File: config.mk
export PLATFORM = sky130hd
export DESIGN_NAME = fast_mode_position_counter
export DESIGN_NICKNAME = d
export VERILOG_FILES = /design/src/rtl/edge_detect.v /design/src/rtl/fast_mode_position_counter.v
export VERILOG_INCLUDE_DIRS = /design/src /design/src/rtl
export SDC_FILE = /design/constraint.sdc
export NUM_CORES = 1
export LEC_CHECK = 0
export ABC_AREA = 1
export BUFFER_PORTS_ARGS = -buffer_cell sky130_fd_sc_hd__clkbuf_2
export CORE_ASPECT_RATIO = 2
export CORE_MARGIN = 2
export CORE_UTILIZATION = 45
export CTS_BUF_LIST = sky130_fd_sc_hd__clkbuf_8 sky130_fd_sc_hd__clkbuf_16
export DETAILED_ROUTE_END_ITERATION = 6
export PLACE_DENSITY = 0.7
export SLEW_MARGIN = 10
export SYNTH_ARGS = -nofsm -noshare
export SYNTH_HDL_FRONTEND = slang
export SYNTH_SLANG_ARGS = --single-unit
File: constraint.sdc
create_clock -name i_clk -period 7.7 [get_ports i_clk]
set_input_delay 1.155 -clock i_clk [delete_from_list [all_inputs] [get_ports i_clk]]
set_output_delay 1.155 -clock i_clk [all_outputs]
set_load 0.005 [all_outputs]
File: src/rtl/fm_counter_regs.vh
`ifndef FM_COUNTER_REGS_VH
`define FM_COUNTER_REGS_VH
// Feedback word offset and layout
`define FB_WORD_OFFSET      4'h0
`define CNT_WIDTH           25
`define CNT_MSB             24
`define CNT_ALL_ONES        25'h1FF_FFFF
`define CNT_ZERO            25'h000_0000
`define BIT_GATE            25
`define BIT_DIR             26
`define BIT_INPUT_LEVEL     27
`define BIT_GROUP_FAULT     28
`define BIT_CONFIG_FAULT    29
`define BIT_SYNC_APPLIED    30
`define BIT_HEARTBEAT       31
`define FB_RESET            32'h0000_0000
// Input function codes
`define FN_OFF              2'h0
`define FN_INPUT            2'h1
`define FN_GATE             2'h2
`define FN_SYNC             2'h3
`endif

File: src/rtl/edge_detect.v
`timescale 1ns/1ps
`default_nettype none
module edge_detect (
  input  wire i_clk,
  input  wire i_rst,
  input  wire i_level,
  output wire o_rise,
  output wire o_fall
);
  reg last;

  // Previous level for edge compare
  always @(posedge i_clk or posedge i_rst) begin
    if (i_rst) begin
      last <= 1'b0;
    end else begin
      last <= i_level;
    end
  end

  assign o_rise = i_level & ~last;
  assign o_fall = ~i_level & last;
endmodule
`default_nettype wire

File: src/rtl/fast_mode_position_counter.v
`timescale 1ns/1ps
`default_nettype none
`include "fm_counter_regs.vh"
// Behaviour
// - 25-bit unsigned count in low bits
// - Up from all ones wraps to zero
// - Down from zero wraps to all ones
// - Load value is start value
// - Parameter assignment sets count to load
// - Input function: off, input, gate, sync
// - Gate opens rising, closes falling edge
// - Without gate, count right after configuration
// - Reopened gate resumes from held count
// - Sync rising edge loads start value
// - Sync loads only while counting active
// - Input level bit shows input level
// - Heartbeat inverts every feedback update
// - Sync-applied bit when isochronous configured
// - Config fault set invalid, cleared valid
// - Group fault follows supply short circuit
// - Direction bit 1 toward smaller positions
// - Gate status bit equals counting active
// - Four feedback bytes captured as one
// - Report values at input sample instant
// - No control data accepted, input only
module fast_mode_position_counter (
  input  wire        i_clk,
  input  wire        i_rst,
  input  wire        i_param_load,
  input  wire [24:0] i_param_load_value,
  input  wire [1:0]  i_param_input_fn,
  input  wire        i_param_invert,
  input  wire        i_param_valid,
  input  wire        i_param_isochronous,
  input  wire        i_count_pulse,
  input  wire        i_count_down,
  input  wire        i_aux_input,
  input  wire        i_supply_short,
  input  wire        i_input_sample_instant,
  input  wire        i_rd,
  input  wire [3:0]  i_addr,
  output reg  [31:0] o_rdata,
  output reg         o_word_valid
);
  // Configuration held from the last parameter assignment
  reg [24:0] load_value;
  reg [1:0]  input_fn;
  reg        configured;
  reg        config_fault;
  reg        sync_cycle_applied;
  // Counter state
  reg [24:0] count;
  reg        gate_open;
  reg        count_direction_status;
  reg        heartbeat_toggle;
  reg        pending_fault;
  reg [31:0] feedback_status_word;
  reg [24:0] next_count;

  wire aux_rise;
  wire aux_fall;
  wire counting_active;
  wire sync_hit;

  edge_detect u_aux_edge (
    .i_clk   (i_clk),
    .i_rst   (i_rst),
    .i_level (i_aux_input),
    .o_rise  (aux_rise),
    .o_fall  (aux_fall)
  );

  // Gate only matters when the input is assigned as pin_gate
  assign counting_active = configured & ~config_fault &
                           ((input_fn != `FN_GATE) | gate_open);
  assign sync_hit = (input_fn == `FN_SYNC) & aux_rise & counting_active;

  // Parameter assignment; an inverted gate without gate function is invalid
  always @(posedge i_clk or posedge i_rst) begin
    if (i_rst) begin
      load_value         <= `CNT_ZERO;
      input_fn           <= `FN_OFF;
      configured         <= 1'b0;
      config_fault       <= 1'b0;
      sync_cycle_applied <= 1'b0;
    end else if (i_param_load) begin
      load_value         <= i_param_load_value;
      input_fn           <= i_param_input_fn;
      configured         <= 1'b1;
      config_fault       <= ~i_param_valid |
                            (i_param_invert & (i_param_input_fn != `FN_GATE));
      sync_cycle_applied <= i_param_isochronous;
    end
  end

  // Gate follows input edges; opens rising, closes falling
  always @(posedge i_clk or posedge i_rst) begin
    if (i_rst) begin
      gate_open <= 1'b0;
    end else if (i_param_load) begin
      gate_open <= 1'b0;
    end else if (input_fn == `FN_GATE) begin
      if (aux_rise) begin
        gate_open <= 1'b1;
      end else if (aux_fall) begin
        gate_open <= 1'b0;
      end
    end
  end

  // Next count; 25-bit arithmetic wraps naturally with no lost pulse
  always @* begin
    next_count = count;
    if (i_param_load) begin
      next_count = i_param_load_value;
    end else if (sync_hit) begin
      next_count = load_value;
    end else if (counting_active & i_count_pulse) begin
      if (i_count_down) begin
        next_count = count - 25'h000_0001;
      end else begin
        next_count = count + 25'h000_0001;
      end
    end
  end

  // Count register; held while gate closed so reopening resumes
  always @(posedge i_clk or posedge i_rst) begin
    if (i_rst) begin
      count                  <= `CNT_ZERO;
      count_direction_status <= 1'b0;
    end else begin
      count <= next_count;
      if (counting_active & i_count_pulse & ~i_param_load & ~sync_hit) begin
        count_direction_status <= i_count_down;
      end
    end
  end

  // Fault latched between samples so a short pulse still shows once
  always @(posedge i_clk or posedge i_rst) begin
    if (i_rst) begin
      pending_fault <= 1'b0;
    end else if (i_input_sample_instant) begin
      pending_fault <= i_supply_short;
    end else if (i_supply_short) begin
      pending_fault <= 1'b1;
    end
  end

  // Snapshot whole word at sample instant; one register keeps bytes consistent
  always @(posedge i_clk or posedge i_rst) begin
    if (i_rst) begin
      feedback_status_word <= `FB_RESET;
      heartbeat_toggle     <= 1'b0;
    end else if (i_input_sample_instant) begin
      heartbeat_toggle <= ~heartbeat_toggle;
      feedback_status_word[`CNT_MSB:0]        <= count;
      feedback_status_word[`BIT_GATE]         <= counting_active;
      feedback_status_word[`BIT_DIR]          <= count_direction_status;
      feedback_status_word[`BIT_INPUT_LEVEL]  <= i_aux_input;
      feedback_status_word[`BIT_GROUP_FAULT]  <= i_supply_short | pending_fault;
      feedback_status_word[`BIT_CONFIG_FAULT] <= config_fault;
      feedback_status_word[`BIT_SYNC_APPLIED] <= sync_cycle_applied & configured;
      feedback_status_word[`BIT_HEARTBEAT]    <= ~heartbeat_toggle;
    end
  end

  // Read port only; no write path exists
  always @(posedge i_clk or posedge i_rst) begin
    if (i_rst) begin
      o_rdata      <= `FB_RESET;
      o_word_valid <= 1'b0;
    end else begin
      o_word_valid <= i_rd;
      if (i_rd) begin
        o_rdata <= (i_addr == `FB_WORD_OFFSET) ? feedback_status_word : `FB_RESET;
      end
    end
  end
endmodule
`default_nettype wire

==> results of run 1 <==
## flip-flops by register name (all words and copies together) (netlist names), 2 cells and up
register and count:
count 25, feedback_status_word 31, input_fn 2, load_value 25, o_rdata 32
## cells in the mapped netlist (2+ instances only)
cell type	count
sky130_fd_sc_hd__dfrtp_1	124
sky130_fd_sc_hd__nor2_4	2
sky130_fd_sc_hd__nand4_1	8
sky130_fd_sc_hd__inv_2	2
sky130_fd_sc_hd__buf_1	4
sky130_fd_sc_hd__buf_2	7
sky130_fd_sc_hd__xor2_1	7
sky130_fd_sc_hd__nor3_1	3
sky130_fd_sc_hd__nor2_2	2
sky130_fd_sc_hd__o21ai_0	75
sky130_fd_sc_hd__ha_1	23
sky130_fd_sc_hd__o21ai_1	3
sky130_fd_sc_hd__nor2_1	62
sky130_fd_sc_hd__clkbuf_1	15
sky130_fd_sc_hd__a21oi_1	41
sky130_fd_sc_hd__nand3b_1	2
sky130_fd_sc_hd__buf_4	2
sky130_fd_sc_hd__buf_6	5
sky130_fd_sc_hd__nand2_1	307
sky130_fd_sc_hd__a31oi_1	3
sky130_fd_sc_hd__o31ai_1	26
sky130_fd_sc_hd__a21oi_2	12
sky130_fd_sc_hd__nand3_1	37
sky130_fd_sc_hd__or2_2	2
sky130_fd_sc_hd__inv_1	162
sky130_fd_sc_hd__a31oi_2	7
## metrics by stage
step | worst slack (ns) | area, um2 | utilization | instances
6_report | 4.643 | 8114 | 0.5305 | 1228
5_1_grt | 4.478 | 8114 | 0.5305 | 1228
4_1_cts | 4.690 | 8114 | 0.5305 | 1228
3_5_place_dp | 4.256 | 7503 | 0.4906 | 1196
3_3_place_gp | 4.306 | 7503 | 0.4906 | 1196
2_1_floorplan | 3.246 | 7038 | - | 954
## area by class of cell
type                            count  area share
Timing Repair Buffer               78     0.04904
Tap cell                          198     0.03053
Clock buffer                       17     0.05243
Inverter                          165     0.07664
Sequential cell                   124      0.3824
Multi-Input combinational cell    631      0.3861
Clock inverter                     15     0.02282
## routing by layer
layer / global-route usage / vias to the layer above
met3: 0.04128 / 34
met4: 0.1033 / 0
met2: 0.3571 / 117
met5: 0 / -
li1: - / 3122
met1: 0.2530 / 2738
## critical path: stages
cell	delay [ns]
sky130_fd_sc_hd__clkbuf_2	0.48
sky130_fd_sc_hd__inv_1	0.17
sky130_fd_sc_hd__fa_1	0.47
sky130_fd_sc_hd__inv_1	0.11
sky130_fd_sc_hd__nand2_1	0.08
sky130_fd_sc_hd__nand2_1	0.08
sky130_fd_sc_hd__and2_1	0.21
sky130_fd_sc_hd__nand3b_1	0.20
sky130_fd_sc_hd__nand3_1	0.14
sky130_fd_sc_hd__nand2_1	0.05
sky130_fd_sc_hd__nand3_1	0.06
sky130_fd_sc_hd__nand2_1	0.07
sky130_fd_sc_hd__a21oi_2	0.11
## cells by family (layout without fill, tap and decap cells)
group,after synthesis,in the layout,synth area share
and+or+nand+nor,429,429,0.2455
DFF,124,124,0.4409
xor gates and xnor gates,8,8,0.009956
AOI/OAI and AO/OA,170,170,0.1460
adders and majority gates,24,24,0.04373
buffers and inverters,199,275,0.1140
## worst max-delay path by stage
stage	start	to	slack, ns	cells after the start
2_1_floorplan	i_rst	config_fault	3.25	1
3_3_place_gp	i_count_down	count[20]	4.31	13
3_5_place_dp	i_count_down	count[20]	4.26	13
4_1_cts	i_count_down	count[16]	4.69	13
5_1_grt	i_aux_input	count[23]	4.48	10
6_report	i_count_down	count[20]	4.64	13
## power groups by stage
stage,Combinational [uW],Clock [uW],Sequential (uW)
floorplan,441,0,782
global placement,558,0,799
global route,665,874,797
finish,573,829,788
CTS,574,844,788
detailed placement,567,0,800
==> flow_summary.toml, run 1 <==
[floorplan]
floorplan_row_count = 64
fp.dieArea_um2 = 16720
die_width_um = 92.43
core-area_um2 = 15290
ioPinCount = 76
floorplan.initialDensity = 0.4602
fp.dieH_um = 180.9

[drt]
via_count = 6011
wirelength_um = 16400
wl_met3_um = 497
firstDrtPassIters = 6
vias_per_cell = 4.895
detail_route.drc_violations = 0
routed-wl-met2_um = 8359
drt_iter0_markers = 276
detail_route.wl_per_cell_um = 13.35
drt.antenna.violating_nets = 0
wirelength_met1_um = 6949
maxUsedRoutingLayer = "met4"

[setup_path]
regToRegSetupSlack_ns = 5.09
worstPathRequired_ns = 8.05
crit_reg_reg_endpoint = "count[22]"
setup.worst_path.end_class = "register"
worst-setup-path-type = "primary input to register"
r2r-start = "input_fn[1]"
critical_path_peak_fanout = 25
cp-start-kind = "primary input"
critical_path_arrival_ns = 3.41
reg2regPathDepth = 10

[global_route]
first_global_vias = 5858
grt_antenna_before_repair = 0
maximum_number_of_pins_on_one_net_before_global_route_repair = 80
grt_first_pass_wirelength_um = 28080
groute.usage.overall = 0.2109
grt.overflow.total = 0

[power]
seq_power_share = 0.360
clock_network_fraction_of_total_power = 0.378
p_sw_uw = 742.2
p_total_uw = 2190
power.share.switching = 0.3390
power_per_cell_area_nw_per_um2 = 269.9
intPower_uw = 1447
worst_ir_drop_vdd_uv = 177.6
pwr-share-comb = 0.262
power_leakage_uw = 0.004412

[clock_network]
tritoncts = "done"
cts_num_sinks = 124
clkSlewWorstSetupHoldPaths_ns = 0.06
post_cts_resized = 0
insertion_delay_ns = 0.43
ctsRootBufferMaster = "sky130_fd_sc_hd__clkbuf_16"
numCtsBuffers = 17
cts_max_level = 4
cts_hold_buffers = 0
postCtsSetupRepairBufs = 0
cts_buffer_depth = 2

[yosys]
synth_ff_type = "sky130_fd_sc_hd__dfrtp_1"
synth_cells = 954
synth_enable_flop_cells = 0
yosysSeqAreaShare = 0.4409
post_synth_num_cell_types = 37
synth_warnings = 0
yosys_register_bits = 124
synth_area_leader_cell = "sky130_fd_sc_hd__dfrtp_1"
synthArstFlopShare = 1.000
synth.area.top_cells = "sky130_fd_sc_hd__dfrtp_1 44%, sky130_fd_sc_hd__nand2_1 16%, sky130_fd_sc_hd__inv_1 8.6%, sky130_fd_sc_hd__o21ai_0 5.3%, sky130_fd_sc_hd__ha_1 4.1%"
post_synth_instance_area_um2 = 7038
mappedNetlistNets = 1021
synth_top_area_frac = 0.4409
syn_area_per_cell_um2 = 7.377

[cells_and_area]
multi_input_area_um2 = 3133
fillCellCount = 1536
layout.area.seq_um2 = 3103
nNetsFinal = 1084
syn_to_final_growth_pct = 15.29
most_used_cells_in_the_layout_excluding_fill_and_tap_cells = "307 x sky130_fd_sc_hd__nand2_1, 161 x sky130_fd_sc_hd__inv_1, 124 x sky130_fd_sc_hd__dfrtp_1, 75 x sky130_fd_sc_hd__o21ai_0, 75 x sky130_fd_sc_hd__clkbuf_2"
layout-drive-gt1-share = 0.1359
num_antenna_cells = 0
layout_commonest_cell = "sky130_fd_sc_hd__nand2_1"

[timing]
ratio_of_final_minimum_period_to_clock_period = 0.3971
finalWorstPathRequiredPeriod_ns = 3.057
fmax_mhz = 327.1
grt_setup_unrepaired = "false"
slew_headroom = 0.2695
setup_tns_ns = 0
maxSlewViolCount = 0
hold-worst-slack_ns = 0.4672
tightestPinTransition_ns = 1.096
fin_worst_skew_ns = 0.01135
setup_violations = 0
final_hold_violation_count = 0

[placement]
place_congestion = 0.8808
dp_hpwl_um = 12160
buffer_ports.inserted = 75

[hold_path]
hold_path_depth = 1
worstHoldStart = "heartbeat_toggle"
hold_path_end = "heartbeat_toggle"
hold_path_class = "register to register"

[run_status]
status = "completed"

[job]
max-cap-violations = 0
No activity file was read; power rests on OpenSTA's default activity.
==> run 2: changes to the inputs <==
--- a/config.mk
+++ b/config.mk
@@ -6,14 +6,14 @@
 export SDC_FILE = /design/constraint.sdc
 export NUM_CORES = 1
 export LEC_CHECK = 0
-export ABC_AREA = 1
+export ABC_AREA = 0
 export BUFFER_PORTS_ARGS = -buffer_cell sky130_fd_sc_hd__clkbuf_2
 export CORE_ASPECT_RATIO = 2
 export CORE_MARGIN = 2
 export CORE_UTILIZATION = 45
 export CTS_BUF_LIST = sky130_fd_sc_hd__clkbuf_8 sky130_fd_sc_hd__clkbuf_16
 export DETAILED_ROUTE_END_ITERATION = 6
-export PLACE_DENSITY = 0.7
+export PLACE_DENSITY = 0.73
 export SLEW_MARGIN = 10
 export SYNTH_ARGS = -nofsm -noshare
 export SYNTH_HDL_FRONTEND = slang
==> constraint.sdc (replaced) <==
create_clock -name i_clk -period 2.5 [get_ports i_clk]
set_input_delay 0.375 -clock i_clk [delete_from_list [all_inputs] [get_ports i_clk]]
set_output_delay 0.375 -clock i_clk [all_outputs]
set_load 0.005 [all_outputs]
==> flow_summary.toml, run 2 <==
[setup_path]
critical_path_peak_fanout = 7
worst_path_largest_cell_delay_ns = 0.39
worst_path_max_delay_cell = "sky130_fd_sc_hd__dfrtp_1"
critical_path_arrival_ns = 2.74
worst-setup-path-type = "register to register"
path_cells = "ha_2, and4_1, buf_4, and3_1, a21oi_1, buf_4, buf_4, a21oi_1, or3_1, a31oi_1, a21oi_1"
cp-start-kind = "register"
worstPathRequired_ns = 2.77
setup.worst_path.end_class = "register"

[timing]
ratio_of_final_minimum_period_to_clock_period = 0.9879
fmax_mhz = 404.9
grt_setup_unrepaired = "true"
tightestPinTransition_ns = 0.8904
setup_tns_ns = 0
fin_worst_skew_ns = 0.01087
slew_headroom = 0.4064
setup_violations = 0
maxSlewViolCount = 0
final_hold_violation_count = 0
finalWorstPathRequiredPeriod_ns = 2.470

[placement]
placed_cells = 926
place_congestion = 0.9067
buffer_ports.inserted = 75
dp_hpwl_um = 11360
placedInstanceArea_um2 = 7353

[cells_and_area]
most_used_cells_in_the_layout_excluding_fill_and_tap_cells = "124 x sky130_fd_sc_hd__dfrtp_1, 89 x sky130_fd_sc_hd__o21ai_0, 75 x sky130_fd_sc_hd__clkbuf_2, 73 x sky130_fd_sc_hd__buf_4, 69 x sky130_fd_sc_hd__nand2_1"
finalCoreUtilization = 0.5852
layout_commonest_cell = "sky130_fd_sc_hd__dfrtp_1"
top_regs = "o_rdata (32), feedback_status_word (31)"
num_antenna_cells = 0
largest_reg_flops = 32
layout-drive-gt1-share = 0.3034
largest_reg_by_ff_count = "o_rdata"
fillCellCount = 1155
nNetsFinal = 855
syn_to_final_growth_pct = 28.14
finish.cell_count_without_fillers = 958
stdcell_area_um2 = 8040

[floorplan]
core-area_um2 = 13740
ioPinCount = 76
fp.dieH_um = 171.0
floorplan.initialDensity = 0.4567
fp.dieArea_um2 = 14960
floorplan_row_count = 61
die_width_um = 87.50

[drt]
vias_per_cell = 5.539
drt.antenna.violating_nets = 0
via_count = 5306
drt_iter0_markers = 258
detail_route.drc_violations = 0
detail_route.wl_per_cell_um = 16.27
firstDrtPassIters = 5
wirelength_um = 15590

[yosys]
post_synth_most_frequent_cells = "124 x sky130_fd_sc_hd__dfrtp_1, 90 x sky130_fd_sc_hd__o21ai_0, 69 x sky130_fd_sc_hd__nand2_1"
yosysSeqAreaShare = 0.4945
syn_area_per_cell_um2 = 9.698
synthArstFlopShare = 1.000
synth_area_leader_cell = "sky130_fd_sc_hd__dfrtp_1"
synth_top_area_frac = 0.4945
post_synth_instance_area_um2 = 6275
synth_ff_type = "sky130_fd_sc_hd__dfrtp_1"
yosys_register_bits = 124
synth.area.top_cells = "sky130_fd_sc_hd__dfrtp_1 49%, sky130_fd_sc_hd__o21ai_0 7.2%, sky130_fd_sc_hd__mux2_2 7.0%, sky130_fd_sc_hd__ha_1 4.6%, sky130_fd_sc_hd__nand2_1 4.1%"
synth_most_common_cell = "sky130_fd_sc_hd__dfrtp_1"
post_synth_num_cell_types = 53
synth_warnings = 0
mappedNetlistNets = 714
synth_enable_flop_cells = 0
synth_cells = 647

[global_route]
grt.overflow.total = 0
groute.usage.overall = 0.2207
maximum_number_of_pins_on_one_net_before_global_route_repair = 50
grt_antenna_before_repair = 0
first_global_vias = 5482
grt_first_pass_wirelength_um = 26110

[power]
power_leakage_uw = 0.003818
worst_ir_drop_vdd_uv = 531.5
power_per_cell_area_nw_per_um2 = 773.9

[clock_network]
cts_hold_buffers = 0
ctsRootBufferMaster = "sky130_fd_sc_hd__clkbuf_16"
clkSlewWorstSetupHoldPaths_ns = 0.06
cts_num_sinks = 124
insertion_delay_ns = 0.41
numCtsBuffers = 17
cts_buffer_depth = 2
cts_max_level = 4
tritoncts = "done"
postCtsSetupRepairBufs = 0

[job]
max-cap-violations = 0

[hold_path]
hold_path_class = "primary input to asynchronous set/reset pin"

[run_status]
status = "completed"
run 2: cell count changes after synthesis, moves of 11 or more:
| cell | delta |
|---|---|
| sky130_fd_sc_hd__nor2_1 | -36 |
| sky130_fd_sc_hd__o31ai_1 | -20 |
| sky130_fd_sc_hd__a21o_1 | +12 |
| sky130_fd_sc_hd__o21ai_0 | +15 |
| sky130_fd_sc_hd__clkbuf_1 | +12 |
| sky130_fd_sc_hd__mux2_2 | +39 |
| sky130_fd_sc_hd__nand3_1 | -28 |
| sky130_fd_sc_hd__a21oi_2 | -11 |
| sky130_fd_sc_hd__nand2_1 | -238 |
| sky130_fd_sc_hd__inv_1 | -99 |
run 2: cell type report:
| class | instances | area [um2] | area share |
|---|---|---|---|
| inverters | 63 | 240.2 | 0.02988 |
| well taps | 157 | 196.4 | 0.02443 |
| clock buffers | 19 | 452.9 | 0.05633 |
| repair buffers | 151 | 983.4 | 0.1223 |
| clock inverters | 13 | 153.9 | 0.01914 |
| multi-input cells | 431 | 2910 | 0.3620 |
| flip-flops and latches | 124 | 3103 | 0.3859 |
run 2: power breakdown:
group          total, uW  switching, uW  internal [uW]
sequential          2380            149           2240
combinational       1340            669            669
clock               2500            956           1540
run 2: kinds of logic after synthesis:
logic type      count (synthesis)  share of synthesized area
simple gates                  156                     0.1178
mux                            41                    0.07318
xor+xnor                       11                    0.01535
compound gates                199                     0.1948
fa+ha+maj                      24                    0.04905
flops                         124                     0.4945
buf+inv                        92                    0.05523
run 2: worst paths after layout:
path / startpoint / endpoint / slack [ns] / cells after the start
worst min register to register: feedback_status_word[15] / o_rdata[15] / 0.48 / 2
worst max-delay path: count[10] / count[14] / 0.03 / 11
worst max register to register: count[10] / count[14] / 0.03 / 11
worst min-delay path: i_rst / o_rdata[21] / 0.0008 / 2
max in group asynchronous: i_rst / o_rdata[1] / 1.84 / 3
min in group i_clk: i_aux_input / u_aux_edge.last / 0.15 / 1
run 2: repair_timing:
| item | CTS | global route |
|---|---|---|
| resized for setup | 3 | 12 |
| pin swaps | 0 | 4 |
| setup endpoints to repair | 2 | 8 |
run 2: per-layer routing:
layer,share of wire,global-route usage
met5,0,0
met4,0.022,0.07559
met3,0.036,0.03907
met2,0.52,0.3870
met1,0.42,0.2672
run 2: stage by stage:
step           total power, uW  setup WS [ns]  hold WS, ns
2_1_floorplan             3176         0.1221       0.4064
3_3_place_gp              3667        -0.2807       0.4477
3_5_place_dp              3705        -0.2876       0.4553
4_1_cts                   6230       0.005056      0.01307
5_1_grt                   6536       -0.06043      0.03492
6_report                  6222        0.03034    0.0007876
run 2: worst max-delay path: cells and delay by family (launching register included):
kind            cells  cell delay, ns
simple gates        3            0.72
compound gates      4            0.48
buf+inv             3            0.41
flops               1            0.39
fa+ha+maj           1            0.32
==> run 3: changes to the inputs <==
--- a/config.mk
+++ b/config.mk
@@ -13,7 +13,7 @@
 export CORE_UTILIZATION = 45
 export CTS_BUF_LIST = sky130_fd_sc_hd__clkbuf_8 sky130_fd_sc_hd__clkbuf_16
 export DETAILED_ROUTE_END_ITERATION = 6
-export PLACE_DENSITY = 0.73
+export PLACE_DENSITY_LB_ADDON = 0.08
 export SLEW_MARGIN = 10
 export SYNTH_ARGS = -nofsm -noshare
 export SYNTH_HDL_FRONTEND = slang
==> flow_summary.toml, run 3 (synthesized netlist as in run 2, its figures left out) <==
[power]
clock_network_fraction_of_total_power = 0.383
pwr-share-comb = 0.229
p_sw_uw = 1723
worst_ir_drop_vdd_uv = 464.5
power_leakage_uw = 0.003842
seq_power_share = 0.387
power.share.switching = 0.2801
intPower_uw = 4429
p_total_uw = 6152
power_per_cell_area_nw_per_um2 = 756.3

[cells_and_area]
most_used_cells_in_the_layout_excluding_fill_and_tap_cells = "124 x sky130_fd_sc_hd__dfrtp_1, 86 x sky130_fd_sc_hd__o21ai_0, 81 x sky130_fd_sc_hd__buf_4, 75 x sky130_fd_sc_hd__clkbuf_2, 69 x sky130_fd_sc_hd__nand2_1"
stdcell_area_um2 = 8134
top_regs = "o_rdata (32), feedback_status_word (31)"
num_antenna_cells = 0
largest_reg_flops = 32
largest_reg_by_ff_count = "o_rdata"
syn_to_final_growth_pct = 29.63
nNetsFinal = 862
layout_commonest_cell = "sky130_fd_sc_hd__dfrtp_1"
layout-drive-gt1-share = 0.3193

[floorplan]
floorplan.initialDensity = 0.4567
fp.dieArea_um2 = 14960
ioPinCount = 76
fp.dieH_um = 171.0
die_width_um = 87.50
core-area_um2 = 13740
floorplan_row_count = 61

[placement]
buffer_ports.inserted = 75
dp_hpwl_um = 11390
place_congestion = 0.8820
placedInstanceArea_um2 = 7378
dp_slack_ns = -0.2739

[hold_path]
hold_path_class = "primary input to register"
hold_path_depth = 1
hold_path_end = "u_aux_edge.last"
worstHoldStart = "i_aux_input"

[global_route]
groute.usage.overall = 0.2322
maximum_number_of_pins_on_one_net_before_global_route_repair = 125
grt.overflow.total = 0
grt_first_pass_wirelength_um = 26770
first_global_vias = 5266
grt_antenna_before_repair = 0

[drt]
drt.antenna.violating_nets = 0
detail_route.wl_per_cell_um = 16.86
detail_route.drc_violations = 0
drt_iter0_markers = 194
wirelength_um = 16270
vias_per_cell = 5.389
firstDrtPassIters = 4
via_count = 5200

[run_status]
status = "completed"

[timing]
finalWorstPathRequiredPeriod_ns = 2.396
ratio_of_final_minimum_period_to_clock_period = 0.9586
grt_setup_unrepaired = "true"
final_hold_violation_count = 0
slew_headroom = 0.3708
final_critical_path_setup_slack_ns = 0.1036
maxSlewViolCount = 0
tightestPinTransition_ns = 0.9437
setup_violations = 0
setup_tns_ns = 0
fmax_mhz = 417.3
fin_worst_skew_ns = 0.006522

[clock_network]
cts_buffer_depth = 2
clkSlewWorstSetupHoldPaths_ns = 0.06
numCtsBuffers = 17
cts_max_level = 4
tritoncts = "done"
cts_num_sinks = 124
ctsRootBufferMaster = "sky130_fd_sc_hd__clkbuf_16"
insertion_delay_ns = 0.41

[setup_path]
critical_path_arrival_ns = 2.69
worst-setup-path-type = "register to register"
worstPathRequired_ns = 2.80
regToRegSetupSlack_ns = 0.10
cp-start-kind = "register"
setup.worst_path.end_class = "register"
crit_reg_reg_endpoint = "count[8]"
r2r-start = "count[1]"
reg2regPathDepth = 11
critical_path_peak_fanout = 4

[job]
max-cap-violations = 0
==> run 3: cell types whose count changed in the layout (fill, tap and decap cells not counted), sizes merged <==
cell and change:
bufinv -1, inv -3, clkbuf +2, buf +7
clkinv +2
==> run 3: how the worst max path moves through the flow <==
stage	startpoint	end	slack, ns	depth (start not counted)
after detailed placement	i_count_down	count[20]	-0.27	11
after floorplan	count[1]	count[21]	0.12	8
after CTS	count[1]	count[20]	0.02	11
final	count[1]	count[8]	0.10	11
after global placement	i_count_down	count[20]	-0.30	11
after global routing	count[1]	count[21]	-0.02	8
==> run 3: final cells by class <==
| type | instances | area [um2] |
|---|---|---|
| Timing Repair Buffer | 158 | 1023 |
| Inverter | 63 | 240.2 |
| Tap cell | 157 | 196.4 |
| Sequential cell | 124 | 3103 |
| Multi-Input combinational cell | 431 | 2998 |
| Clock inverter | 11 | 92.59 |
| Clock buffer | 21 | 480.5 |
| Fill cell | 1229 | 5604 |
==> run 3: power by group through the flow <==
| stage | Sequential [uW] | Clock (uW) | Combinational, uW |
|---|---|---|---|
| 2_1_floorplan | 2370 | 0 | 808 |
| 3_3_place_gp | 2410 | 0 | 1320 |
| 3_5_place_dp | 2410 | 0 | 1330 |
| 4_1_cts | 2380 | 2410 | 1360 |
| 5_1_grt | 2420 | 2490 | 1580 |
| 6_report | 2380 | 2360 | 1410 |
==> run 3: what timing repair did <==
action	4_1_cts	5_1_grt
gates resized for setup	2	24
setup endpoints to repair	3	10
hold buffers	0	0
pin swaps	0	9
cloned	0	0
setup buffers	0	2
==> run 3: worst max-delay path: stages, from the launching register on <==
cell and delay, ns:
sky130_fd_sc_hd__dfrtp_1 0.42, sky130_fd_sc_hd__buf_4 0.16, sky130_fd_sc_hd__inv_2 0.06, sky130_fd_sc_hd__fa_2 0.21, sky130_fd_sc_hd__nor2b_2 0.05, sky130_fd_sc_hd__o31a_1 0.27, sky130_fd_sc_hd__buf_4 0.15, sky130_fd_sc_hd__o21a_1 0.19
sky130_fd_sc_hd__o21a_2 0.23, sky130_fd_sc_hd__or3_1 0.33, sky130_fd_sc_hd__a31oi_2 0.16, sky130_fd_sc_hd__a21oi_1 0.06
==> run 3: layer usage <==
layer	wire [um]	vias up	track usage
li1	-	2574	-
met1	6996	2505	0.2856
met2	8517	103	0.4068
met3	499	18	0.03473
met4	259	0	0.07960
met5	0	-	0
==> run 3: stage by stage <==
stage | utilization | hold WS (ns) | std cells
floorplan | - | 0.4064 | 647
global placement | 0.5371 | 0.4519 | 931
detailed placement | 0.5371 | 0.4601 | 931
CTS | 0.5797 | 0.1011 | 963
global route | 0.5921 | 0.1171 | 965
finish | 0.5921 | 0.1146 | 965
